[config.mk]
export PLATFORM = sky130hd
export DESIGN_NAME = ntw_bar_decoder
export DESIGN_NICKNAME = d
export VERILOG_FILES = /design/src/rtl/ntw_pkg.sv /design/src/rtl/ntw_win_if.sv /design/src/rtl/ntw_window_match.sv /design/src/rtl/ntw_bar_decoder.sv
export SDC_FILE = /design/constraint.sdc
export NUM_CORES = 2
export LEC_CHECK = 0
export BUFFER_PORTS_ARGS = -buffer_cell sky130_fd_sc_hd__buf_2
export CAP_MARGIN = 5
export CELL_PAD_IN_SITES_DETAIL_PLACEMENT = 1
export CELL_PAD_IN_SITES_GLOBAL_PLACEMENT = 1
export CORE_MARGIN = 1
export CORE_UTILIZATION = 35
export DETAILED_ROUTE_END_ITERATION = 10
export PLACE_DENSITY = 0.61
export SLEW_MARGIN = 20
export SYNTH_ARGS = -nofsm -noshare
export SYNTH_HDL_FRONTEND = slang
export SYNTH_SLANG_ARGS = --single-unit
[constraint.sdc]
create_clock -name ref_clk -period 18.1 [get_ports ref_clk]
set_input_delay 0 -clock ref_clk [delete_from_list [all_inputs] [get_ports ref_clk]]
set_output_delay 0 -clock ref_clk [all_outputs]
set_load 0.005 [all_outputs]
[src/rtl/ntw_pkg.sv]
// Constants, field layouts and helpers for the cross-domain endpoint window decoder
// Contract
// - Up to eight endpoints; only the four endpoint-bearing port modes carry one.
// - Each endpoint has six window base registers, zero through five.
// - Windows decode memory space only; I/O requests are never claimed.
// - All windows translate directly; only two and four may select lookup translation.
// - Even plus odd register form a 64-bit prefetchable window; odd gives upper base.
// - In a merged pair the odd setup register stays read-write but is ignored.
// - Register zero, alone or paired, may map the 4 KB configuration space.
// - Each window has a setup register: enable, mode, size, translation method.
// - Window size shows as read-only zero base bits, so it is a power of two.
// - Limit register low 10 bits read as ones, giving 1 KB limit granularity.
// - Effective aperture is settable in 1 KB steps up to the requested size.
// - A limit below the base disables the window completely; here requests inside its aperture still complete as unsupported.
// - A limit inside the aperture ends the effective aperture, inclusive.
// - A limit beyond base plus size is ignored; full aperture applies.
// - Limit registers reset to the highest address, so they have no effect.
// - With configuration mapping, register zero's limit register is ignored.
// - In a 64-bit pair the odd limit register gives the upper limit bits.
// - A request outside a window's aperture is not handled by that window.
// - Inside the aperture but beyond the effective aperture means unsupported request.
// - Configuration mapping forces the window size to 4 KB.
package ntw_pkg;
  localparam int NUM_EP = 8;
  localparam int NUM_BAR = 6;
  localparam logic [7:0] OFS_BAR = 8'h00;
  localparam logic [7:0] OFS_SETUP = 8'h20;
  localparam logic [7:0] OFS_LIMIT = 8'h40;
  localparam logic [7:0] OFS_STATUS = 8'h60;
  localparam int SU_EN_BIT = 0;
  localparam int SU_MODE64_BIT = 1;
  localparam int SU_CFGMAP_BIT = 2;
  localparam int SU_SIZE_LSB = 4;
  localparam int SU_LUT_BIT = 12;
  localparam logic [31:0] SU_RW_MASK = 32'h0000_13f7;
  localparam logic [31:0] SU_LUT_MASK = 32'h0000_1000;
  localparam logic [31:0] SETUP_RST = 32'h0000_00c0;
  localparam logic [31:0] BAR_RST = 32'h0000_0000;
  localparam logic [31:0] LIMIT_RST = 32'hffff_ffff;
  localparam logic [9:0] LIMIT_LOW_ONES = 10'h3ff;
  localparam logic [63:0] LIMIT_MAX64 = 64'hffff_ffff_ffff_ffff;
  localparam logic [5:0] SIZE_MIN = 6'h0a;
  localparam logic [5:0] SIZE_MAX32 = 6'h1f;
  localparam logic [5:0] CFG_SIZE = 6'h0c;
  localparam logic [3:0] BAR_TYPE32 = 4'h0;
  localparam logic [3:0] BAR_TYPE64_PREF = 4'hc;
  localparam logic [2:0] PM_NT = 3'h1;
  localparam logic [2:0] PM_NT_DMA = 3'h2;
  localparam logic [2:0] PM_USW_NT = 3'h3;
  localparam logic [2:0] PM_USW_NT_DMA = 3'h4;
  localparam int ST_BAR_LSB = 0;
  localparam int ST_HIT_BIT = 4;
  localparam int ST_UR_BIT = 5;
  localparam int ST_PRESENT_BIT = 8;
  localparam int ST_URCNT_LSB = 16;

  function automatic logic [5:0] fit_size(input logic [31:0] setup, input logic is64);
    logic [5:0] sz;
    sz = setup[SU_SIZE_LSB +: 6];
    if (sz < SIZE_MIN)
      sz = SIZE_MIN;
    if (!is64 && sz > SIZE_MAX32)
      sz = SIZE_MAX32;
    return sz;
  endfunction

  function automatic logic [63:0] size_mask(input logic [5:0] sz);
    return (64'h1 << sz) - 64'h1;
  endfunction

  function automatic logic [63:0] lim64(input logic [31:0] hi, input logic [31:0] lo);
    return {hi, lo[31:10], LIMIT_LOW_ONES};
  endfunction

  function automatic logic ep_present(input logic [2:0] mode);
    return (mode == PM_NT) || (mode == PM_NT_DMA) || (mode == PM_USW_NT)
      || (mode == PM_USW_NT_DMA);
  endfunction
endpackage

[src/rtl/ntw_win_if.sv]
// Window descriptor and match result passed between decoder and matcher
interface ntw_win_if;
  logic active;
  logic [63:0] base;
  logic [63:0] mask;
  logic [63:0] limit;
  logic [63:0] addr;
  logic in_ap;
  logic in_eff;
  modport ctl (output active, base, mask, limit, addr, input in_ap, in_eff);
  modport match (input active, base, mask, limit, addr, output in_ap, in_eff);
endinterface

[src/rtl/ntw_window_match.sv]
// Aperture and effective-aperture compare for one window
module ntw_window_match (
  ntw_win_if.match win // Window descriptor in, match result out
);
  // Full aperture: all address bits above the size agree with the base
  assign win.in_ap = win.active && (((win.addr ^ win.base) & ~win.mask) == 64'h0);
  // A limit under the base leaves nothing; above the aperture it never bites
  assign win.in_eff = win.in_ap && (win.addr <= win.limit);
endmodule

[src/rtl/ntw_bar_decoder.sv]
// Base address window decoder for one cross-domain endpoint
module ntw_bar_decoder (
  input wire logic ref_clk, // System clock
  input wire logic sys_rst, // Synchronous reset, active high
  input wire logic clk_en, // Clock enable, freezes all state when low
  input wire logic [2:0] port_mode, // Operating mode of the hosting port
  input wire logic [7:0] reg_addr, // Register byte address
  input wire logic [31:0] reg_wdata, // Register write data
  input wire logic reg_wr, // Register write strobe
  input wire logic reg_rd, // Register read strobe
  output logic [31:0] reg_rdata, // Register read data, cycle after strobe
  input wire logic tlp_valid, // Received request present
  input wire logic [63:0] tlp_addr, // Request address
  input wire logic tlp_mem, // Request is memory space, low for I/O
  output logic dec_valid, // Decode result present
  output logic dec_hit, // Request claimed by a window
  output logic [2:0] dec_bar, // Claiming window index
  output logic dec_unsup, // Request completes as unsupported
  output logic dec_cfg_space, // Hit lands in mapped configuration space
  output logic dec_lookup // Claiming window uses lookup translation
);
  logic [31:0] bar_reg [ntw_pkg::NUM_BAR];
  logic [31:0] setup_reg [ntw_pkg::NUM_BAR];
  logic [31:0] limit_reg [ntw_pkg::NUM_BAR];
  logic [31:0] bar_rd [ntw_pkg::NUM_BAR];
  logic [5:0] ap;
  logic [5:0] eff;
  logic cfgmap0;
  logic ep_en;
  logic wr_bar;
  logic wr_setup;
  logic wr_limit;
  logic idx_ok;
  logic [2:0] idx;
  logic [31:0] next_rdata;
  logic found;
  logic [2:0] sel;
  logic any_ap;
  logic next_unsup;
  logic last_hit;
  logic last_ur;
  logic [2:0] last_bar;
  logic [15:0] ur_count;

  assign ep_en = ntw_pkg::ep_present(port_mode);

  // Register address decode
  assign idx = reg_addr[4:2];
  assign idx_ok = (reg_addr[1:0] == 2'h0) && (idx < 3'h6);
  assign wr_bar = reg_wr && idx_ok && (reg_addr[7:5] == ntw_pkg::OFS_BAR[7:5]);
  assign wr_setup = reg_wr && idx_ok && (reg_addr[7:5] == ntw_pkg::OFS_SETUP[7:5]);
  assign wr_limit = reg_wr && idx_ok && (reg_addr[7:5] == ntw_pkg::OFS_LIMIT[7:5]);

  // Window base registers
  always_ff @(posedge ref_clk)
  begin
    if (sys_rst)
    begin
      for (int i = 0; i < ntw_pkg::NUM_BAR; i++)
      begin
        bar_reg[i] <= ntw_pkg::BAR_RST;
      end
    end
    else if (clk_en && wr_bar)
    begin
      bar_reg[idx] <= reg_wdata;
    end
  end

  // Setup registers; lookup selection only kept for windows two and four
  always_ff @(posedge ref_clk)
  begin
    if (sys_rst)
    begin
      for (int i = 0; i < ntw_pkg::NUM_BAR; i++)
      begin
        setup_reg[i] <= ntw_pkg::SETUP_RST;
      end
    end
    else if (clk_en && wr_setup)
    begin
      if (idx == 3'h2 || idx == 3'h4)
      begin
        setup_reg[idx] <= reg_wdata & ntw_pkg::SU_RW_MASK;
      end
      else
      begin
        setup_reg[idx] <= reg_wdata & ntw_pkg::SU_RW_MASK & ~ntw_pkg::SU_LUT_MASK;
      end
    end
  end

  // Limit registers, reset to the top of the address space
  always_ff @(posedge ref_clk)
  begin
    if (sys_rst)
    begin
      for (int i = 0; i < ntw_pkg::NUM_BAR; i++)
      begin
        limit_reg[i] <= ntw_pkg::LIMIT_RST;
      end
    end
    else if (clk_en && wr_limit)
    begin
      // Kept raw: an odd register serving as upper limit bits must not have ones forced in
      limit_reg[idx] <= reg_wdata;
    end
  end

  // One even/odd pair of windows per iteration
  for (genvar p = 0; p < 3; p++)
  begin : g_pair
    localparam int E = 2 * p;
    localparam int O = 2 * p + 1;
    ntw_win_if win_e ();
    ntw_win_if win_o ();
    logic p64;
    logic cfgm;
    logic [5:0] size_e;
    logic [5:0] size_o;

    assign p64 = setup_reg[E][ntw_pkg::SU_MODE64_BIT];
    if (p == 0)
    begin : g_cfg
      assign cfgm = setup_reg[E][ntw_pkg::SU_CFGMAP_BIT];
    end
    else
    begin : g_nocfg
      assign cfgm = 1'b0;
    end
    assign size_e = cfgm ? ntw_pkg::CFG_SIZE : ntw_pkg::fit_size(setup_reg[E], p64);
    assign size_o = ntw_pkg::fit_size(setup_reg[O], 1'b0);

    // Even window, 32-bit or lower half of a 64-bit pair
    assign win_e.active = ep_en && setup_reg[E][ntw_pkg::SU_EN_BIT];
    assign win_e.mask = ntw_pkg::size_mask(size_e);
    assign win_e.base = {p64 ? bar_reg[O] : 32'h0, bar_reg[E]} & ~win_e.mask;
    assign win_e.limit = cfgm ? ntw_pkg::LIMIT_MAX64
      : ntw_pkg::lim64(p64 ? limit_reg[O] : 32'h0, limit_reg[E]);
    assign win_e.addr = tlp_addr;

    // Odd window, silenced when it serves as the upper half
    assign win_o.active = ep_en && setup_reg[O][ntw_pkg::SU_EN_BIT] && !p64;
    assign win_o.mask = ntw_pkg::size_mask(size_o);
    assign win_o.base = {32'h0, bar_reg[O]} & ~win_o.mask;
    assign win_o.limit = ntw_pkg::lim64(32'h0, limit_reg[O]);
    assign win_o.addr = tlp_addr;

    ntw_window_match u_match_e (
      .win (win_e)
    );
    ntw_window_match u_match_o (
      .win (win_o)
    );

    assign ap[E] = win_e.in_ap;
    assign eff[E] = win_e.in_eff;
    assign ap[O] = win_o.in_ap;
    assign eff[O] = win_o.in_eff;

    // Size bits read back as zero; low nibble flags memory type, except on an odd register serving as upper base bits
    assign bar_rd[E] = (bar_reg[E] & ~win_e.mask[31:0])
      | 32'(p64 ? ntw_pkg::BAR_TYPE64_PREF : ntw_pkg::BAR_TYPE32);
    assign bar_rd[O] = p64 ? (bar_reg[O] & ~win_e.mask[63:32])
      : ((bar_reg[O] & ~win_o.mask[31:0]) | 32'(ntw_pkg::BAR_TYPE32));
  end

  assign cfgmap0 = g_pair[0].cfgm;

  // Lowest claiming window wins; overlaps are software's fault
  always_comb
  begin
    found = 1'b0;
    sel = 3'h0;
    for (int i = ntw_pkg::NUM_BAR - 1; i >= 0; i--)
    begin
      if (eff[i])
      begin
        found = 1'b1;
        sel = 3'(i);
      end
    end
  end

  assign any_ap = |ap;
  assign next_unsup = tlp_mem && any_ap && !found;

  // Registered decode result
  always_ff @(posedge ref_clk)
  begin
    if (sys_rst)
    begin
      dec_valid <= 1'b0;
      dec_hit <= 1'b0;
      dec_bar <= 3'h0;
      dec_unsup <= 1'b0;
      dec_cfg_space <= 1'b0;
      dec_lookup <= 1'b0;
    end
    else if (clk_en)
    begin
      dec_valid <= tlp_valid;
      dec_hit <= tlp_valid && tlp_mem && found;
      dec_bar <= sel;
      dec_unsup <= tlp_valid && next_unsup;
      dec_cfg_space <= tlp_valid && tlp_mem && found && (sel == 3'h0) && cfgmap0;
      dec_lookup <= tlp_valid && tlp_mem && found
        && setup_reg[sel][ntw_pkg::SU_LUT_BIT];
    end
  end

  // Status of the most recent decode and a count of unsupported requests
  always_ff @(posedge ref_clk)
  begin
    if (sys_rst)
    begin
      last_hit <= 1'b0;
      last_ur <= 1'b0;
      last_bar <= 3'h0;
      ur_count <= 16'h0000;
    end
    else if (clk_en && tlp_valid)
    begin
      last_hit <= tlp_mem && found;
      last_ur <= next_unsup;
      last_bar <= sel;
      if (next_unsup)
      begin
        ur_count <= ur_count + 16'h0001;
      end
    end
  end

  // Read multiplexer; unmapped addresses read zero
  always_comb
  begin
    next_rdata = 32'h0;
    if (reg_addr[7:5] == ntw_pkg::OFS_STATUS[7:5] && reg_addr[4:0] == 5'h00)
    begin
      next_rdata[ntw_pkg::ST_BAR_LSB +: 3] = last_bar;
      next_rdata[ntw_pkg::ST_HIT_BIT] = last_hit;
      next_rdata[ntw_pkg::ST_UR_BIT] = last_ur;
      next_rdata[ntw_pkg::ST_PRESENT_BIT] = ep_en;
      next_rdata[ntw_pkg::ST_URCNT_LSB +: 16] = ur_count;
    end
    else if (idx_ok)
    begin
      case (reg_addr[7:5])
        ntw_pkg::OFS_BAR[7:5]: next_rdata = bar_rd[idx];
        ntw_pkg::OFS_SETUP[7:5]: next_rdata = setup_reg[idx];
        ntw_pkg::OFS_LIMIT[7:5]: next_rdata = {limit_reg[idx][31:10], ntw_pkg::LIMIT_LOW_ONES};
        default: next_rdata = 32'h0;
      endcase
    end
  end

  // Read data stands only in the cycle after the strobe
  always_ff @(posedge ref_clk)
  begin
    if (sys_rst)
    begin
      reg_rdata <= 32'h0;
    end
    else if (clk_en)
    begin
      reg_rdata <= reg_rd ? next_rdata : 32'h0;
    end
  end
endmodule

After elaboration in Yosys (flattened, before gate mapping)
Memory sizes are Yosys's and may differ from the RTL's.
Cells that the tools add are included.
- output and inout bits: 40
- memories: 3
- memory bits (writable): 444
- register bits after elaboration: 61
- word-level logic and storage cells: 246
- memory list (name ; words ; bits a word ; rd ports ; clocked after memory_dff ; wr ports ; line ; text):
    bar_reg ; 6 ; 32 ; 6 ; 0 ; 6 ; ntw_bar_decoder.sv:22 ; logic [31:0] bar_reg [ntw_pkg::NUM_BAR];
    limit_reg ; 6 ; 32 ; 7 ; 0 ; 6 ; ntw_bar_decoder.sv:24 ; logic [31:0] limit_reg [ntw_pkg::NUM_BAR];
    setup_reg ; 6 ; 10 ; 8 ; 0 ; 6 ; ntw_bar_decoder.sv:23 ; logic [31:0] setup_reg [ntw_pkg::NUM_BAR];
- muxes and demuxes: 77
- reductions and logical operators: 66
- magnitude comparators: 20
- bitwise gates (word level): 47
- shift-type cells: 6
- add/subtract/negate cells: 7
- equality and inequality tests: 9
- operators by type and width (kind ; number):
    $and 64x64->64 ; 9
    $mux 32 ; 15
    $logic_not 64->1 ; 6
    $not 64->64 ; 6
    $shl 1x6->64 const A ; 6
    $sub 64x1->64 const B ; 6
    $xor 64x64->64 ; 6
    $and 32x32->32 ; 9
    $not 32->32 ; 9
    $and 32x64->64 ; 3
    $le 64x32->1 ; 3
    $le 64x64->1 ; 3
    $bmux 32 s3 ; 1
    $or 32x4->32 ; 3
    $pmux 32 s3 ; 1
    $mux 6 ; 13
    $mux 64 ; 1
    $reduce_or 32->1 ; 2
    $logic_and 1x1->1 ; 43
    $gt 6x5->1 const B ; 6
    $lt 6x4->1 const B ; 6
    $mux 3 ; 10
    $mux 1 ; 27
    $mux 10 ; 2
    other kinds (20) ; 36

Longest topological paths before layout
An unclocked memory read counts as a cell.
- word-level depth: 23
- depth in mapped cells: 25
- mapped depth without buffers: 14

Cells and area by module
A second synthesis with hierarchy kept.
- cell total of the unflattened synthesis: 5545
- area total of the unflattened synthesis: 47234.1 um^2
- modules (own cells, without submodules) (module ; cells each ; times used ; sequential area each (um^2) ; area an instance (um^2)):
    ntw_bar_decoder ; 3457 ; 1 ; 15124.5 ; 31979.4
    ntw_window_match ; 348 ; 6 ; 0.0 ; 2542.4

Worst setup path after synthesis
No wires, ideal clock.
- kind: reg2reg
- from: mem setup_reg[2][1] (netlist bit)
- to: reg ur_count[14]
- cell stages (with the launch flop): 26
- data required time: 17.979 ns
- arrival time: 5.962 ns
- path buffers: 11
- slack: 12.017 ns
- setup time: 0.121 ns
- clock period less this slack: 6.083 ns
- path through: edfxtp_1 clkbuf_8 clkbuf_1 clkbuf_1 buf_1 clkbuf_1 clkbuf_1 clkbuf_1 buf_1 buf_1 nand2_1 ha_1 a21o_1 a21o_1 a2111oi_0 o21bai_1 a21oi_1 o2111ai_1 o31ai_1 nand4b_1 o41ai_4 a311o_1 buf_6 buf_12 nor3_2 mux2_4
- RTL lines (item ; line ; text):
    start: declaration ; ntw_bar_decoder.sv:23 ;
    end signal: assignment ; ntw_bar_decoder.sv:229 ; ur_count <= ur_count + 16'h0001;
    end: declaration ; ntw_bar_decoder.sv:43 ; logic [15:0] ur_count;

==> impl_metrics.env <==
export IMPL_wl_per_cell_um=40.55
export IMPL_rsz0062_at_grt="no"
export IMPL_setup_ws_ps=11080
export IMPL_cts_sinks=524
export IMPL_finalCritPeriodShare_pct=38.81
export IMPL_p_leak_nw=17.96
export IMPL_clk_latency_ps=710
export IMPL_cp_arrival_ps=7590
export IMPL_synth_flop_cell="edfxtp_1"
export IMPL_cap_violations=0
export IMPL_cts_tree="built"
export IMPL_worst_path_max_fanout=56
export IMPL_final_max_slew_viol_count=0
export IMPL_nets=5114
export IMPL_hpwlAfterDp_mm=190.8
export IMPL_seq_area_frac_synth_pct=36.04
export IMPL_num_vias=42700
export IMPL_max_freq_mhz=142.4
export IMPL_synth_edf_count=463
export IMPL_io_pins=154
export IMPL_rr_worst_depth=14
export IMPL_cp_data_required_time_ps=18660
export IMPL_port_buffers=153
export IMPL_min_period_ps=7024
export IMPL_yosys_warnings=0
export IMPL_grt_max_degree=68
export IMPL_cts_repair_resized=0
export IMPL_cts_buffers_inserted=69
export IMPL_grt_pass1_wl_mm=351.2
export IMPL_htreeDepth=3
export IMPL_drcViolationCount=0
export IMPL_hold_depth=2
export IMPL_hold_viol=0
export IMPL_peakVddDrop_mv=0.07532
export IMPL_grt_pass1_vias=40970
export IMPL_grtUsageTotal_pct=42.19
export IMPL_initial_core_util_pct=35.44
export IMPL_syn_to_final_growth_pct=12.39
export IMPL_post_cts_setup_buffer_count=0
export IMPL_die_w_um=348.3
export IMPL_worstMarginPinSlew_ps=1268
export IMPL_pre_cts_ws_ps=11260
export IMPL_clockBufferDepth=3
export IMPL_synth_area_um2=41960
export IMPL_detail_route_antenna_nets=0
export IMPL_drive_above_1_share_pct=13.21
export IMPL_postSynthAreaPerCell_um2=8.955
export IMPL_core_area_um2=118400
export IMPL_holdBufCountCts=26
export IMPL_setup_tns_ps=0
export IMPL_setup_violations_final=0
export IMPL_largest_reg_flops=206
export IMPL_drtPass1Iterations=8
export IMPL_root_buffer="clkbuf_16"
export IMPL_status="completed"
export IMPL_synthArstFlopShare_pct=0
export IMPL_row_count=126
export IMPL_gp_congestion=1.054
export IMPL_vias_per_cell=6.626
export IMPL_slew_headroom_pct=14.91
export IMPL_worstHoldPathType="in2reg"
export IMPL_final_core_util_pct=39.83
export IMPL_synth_cells=4686
export IMPL_fp_dieH_um=348.3
export IMPL_wl_mm=261.3
export IMPL_start_kind="register"
export IMPL_grt_ovfl_total=0
export IMPL_skew_ps=71.40
export IMPL_die_area_um2=121300
export IMPL_ys_ff_latch=524
export IMPL_grt_antenna_before_repair=36
export IMPL_drtIter0Drc=5921
export IMPL_crit_type="reg2reg"
export IMPL_clkTransAtPathRegs_ps=60
export IMPL_setup_worst_path_end_class="register"
export IMPL_p_per_area_nw_per_um2=80.03
export IMPL_netlist_cell_type_count=112
==> metal layers <==
metal  vias to the layer above  routed length, µm  share of wire [%]  global-route usage, %
li1                      17490                  -                  -                      -
met1                     21660             102400                 39                  54.61
met2                      2788             110500                 42                  62.15
met3                       736              27750                 11                  10.08
met4                        24              20480                7.8                  28.58
met5                         -                171              0.065                      0
==> cells in the final DEF (no fill, tap or decap), drive strengths merged, types with 79 or more instances in the layout <==
cell / netlist / final
clkbuf: 266 / 81
or2: 100 / 100
nand4: 96 / 96
conb: 2 / 79
xor2: 160 / 160
a21oi: 255 / 255
nand3: 127 / 127
nand2: 514 / 514
inv: 220 / 225
xnor2: 135 / 135
edfxtp: 463 / 463
nor2: 369 / 369
ha: 235 / 235
o21ai: 196 / 196
and2: 110 / 110
nor3: 106 / 106
a21o: 84 / 84
and3: 84 / 84
buf: 85 / 255
==> per-stage QoR <==
stage          cell area (µm²)  instances  power [mW]  hold WS (ps)
6_report                 47160       6444       3.774         44.11
5_1_grt                  47110       6424       3.840         25.37
3_5_place_dp             44490       6268       2.273         332.3
4_1_cts                  47090       6422       3.728         7.362
2_1_floorplan            42250       4763       1.871         167.5
3_3_place_gp             44480       6268       2.271         331.0
==> synthesized netlist by cell type (40+ instances only) <==
master	number	area [µm²]
mux4_2	63	1419
ha_1	235	2940
and3_1	76	475.5
nor4_1	66	412.9
buf_1	60	225.2
nand4_1	96	600.6
o211ai_1	52	390.4
and2_1	105	656.9
clkbuf_1	257	964.7
edfxtp_1	463	13900
nor3_1	101	505.5
nand3_1	127	635.6
xnor2_1	135	1182
or2_2	100	625.6
inv_1	219	822.0
dfxtp_1	61	1221
a21o_1	83	623.1
a211oi_1	40	300.3
a21oi_1	255	1276
nor2b_1	43	269.0
mux2i_1	42	420.4
nor2_1	368	1381
xor2_1	160	1401
nand2_1	514	1929
a31oi_1	52	325.3
o21ai_0	193	965.9
==> power breakdown <==
group	total (mW)	switching [mW]	internal, mW
Combinational	0.866	0.623	0.242
Clock	1.47	0.649	0.821
Sequential	1.44	0.0697	1.37
Total	3.77	1.34	2.43
==> path summary, 6_finish.rpt <==
| path | from | slack, ps | to |
|---|---|---|---|
| worst max-delay path | setup_reg[2][1] | 11080 | ur_count[13] |
| worst min-delay path | reg_wdata[4] | 40 | bar_reg[4][4] |
| worst max register to register | setup_reg[2][1] | 11080 | ur_count[13] |
| worst min register to register | last_ur | 460 | last_ur |
==> worst max-delay path, cell delays in order (launching register included) <==
cell and delay (ps):
edfxtp_1 320, buf_4 460, buf_4 650, nand2b_1 470
o2111ai_1 480, o32ai_1 810, nor2_1 220, o211ai_1 310
nand2_1 90, or4_1 530, or4_4 580, o41ai_4 550
a311o_1 850, nor4_1 160, mux2_2 330
==> area by class of cell <==
cell class	count	area [µm²]
timing repair buffer	282	1817
inverter	223	837.1
tap	1600	2002
sequential	524	15120
clock inverter	48	568.0
multi-input combinational	3665	24980
antenna	22	55.05
clock buffer	80	1778
fill	13660	71240
==> logic make-up after synthesis <==
family	count (synthesis)	synth area share, %
AOI/OAI and AO/OA	1122	18.46
xor gates and xnor gates	295	6.157
adders and majority gates	235	7.007
buffers and inverters	574	5.510
DFF	524	36.04
muxes	124	4.938
other	2	0.01790
and+or+nand+nor	1810	21.87
No activity file was read; power rests on OpenSTA's default activity.
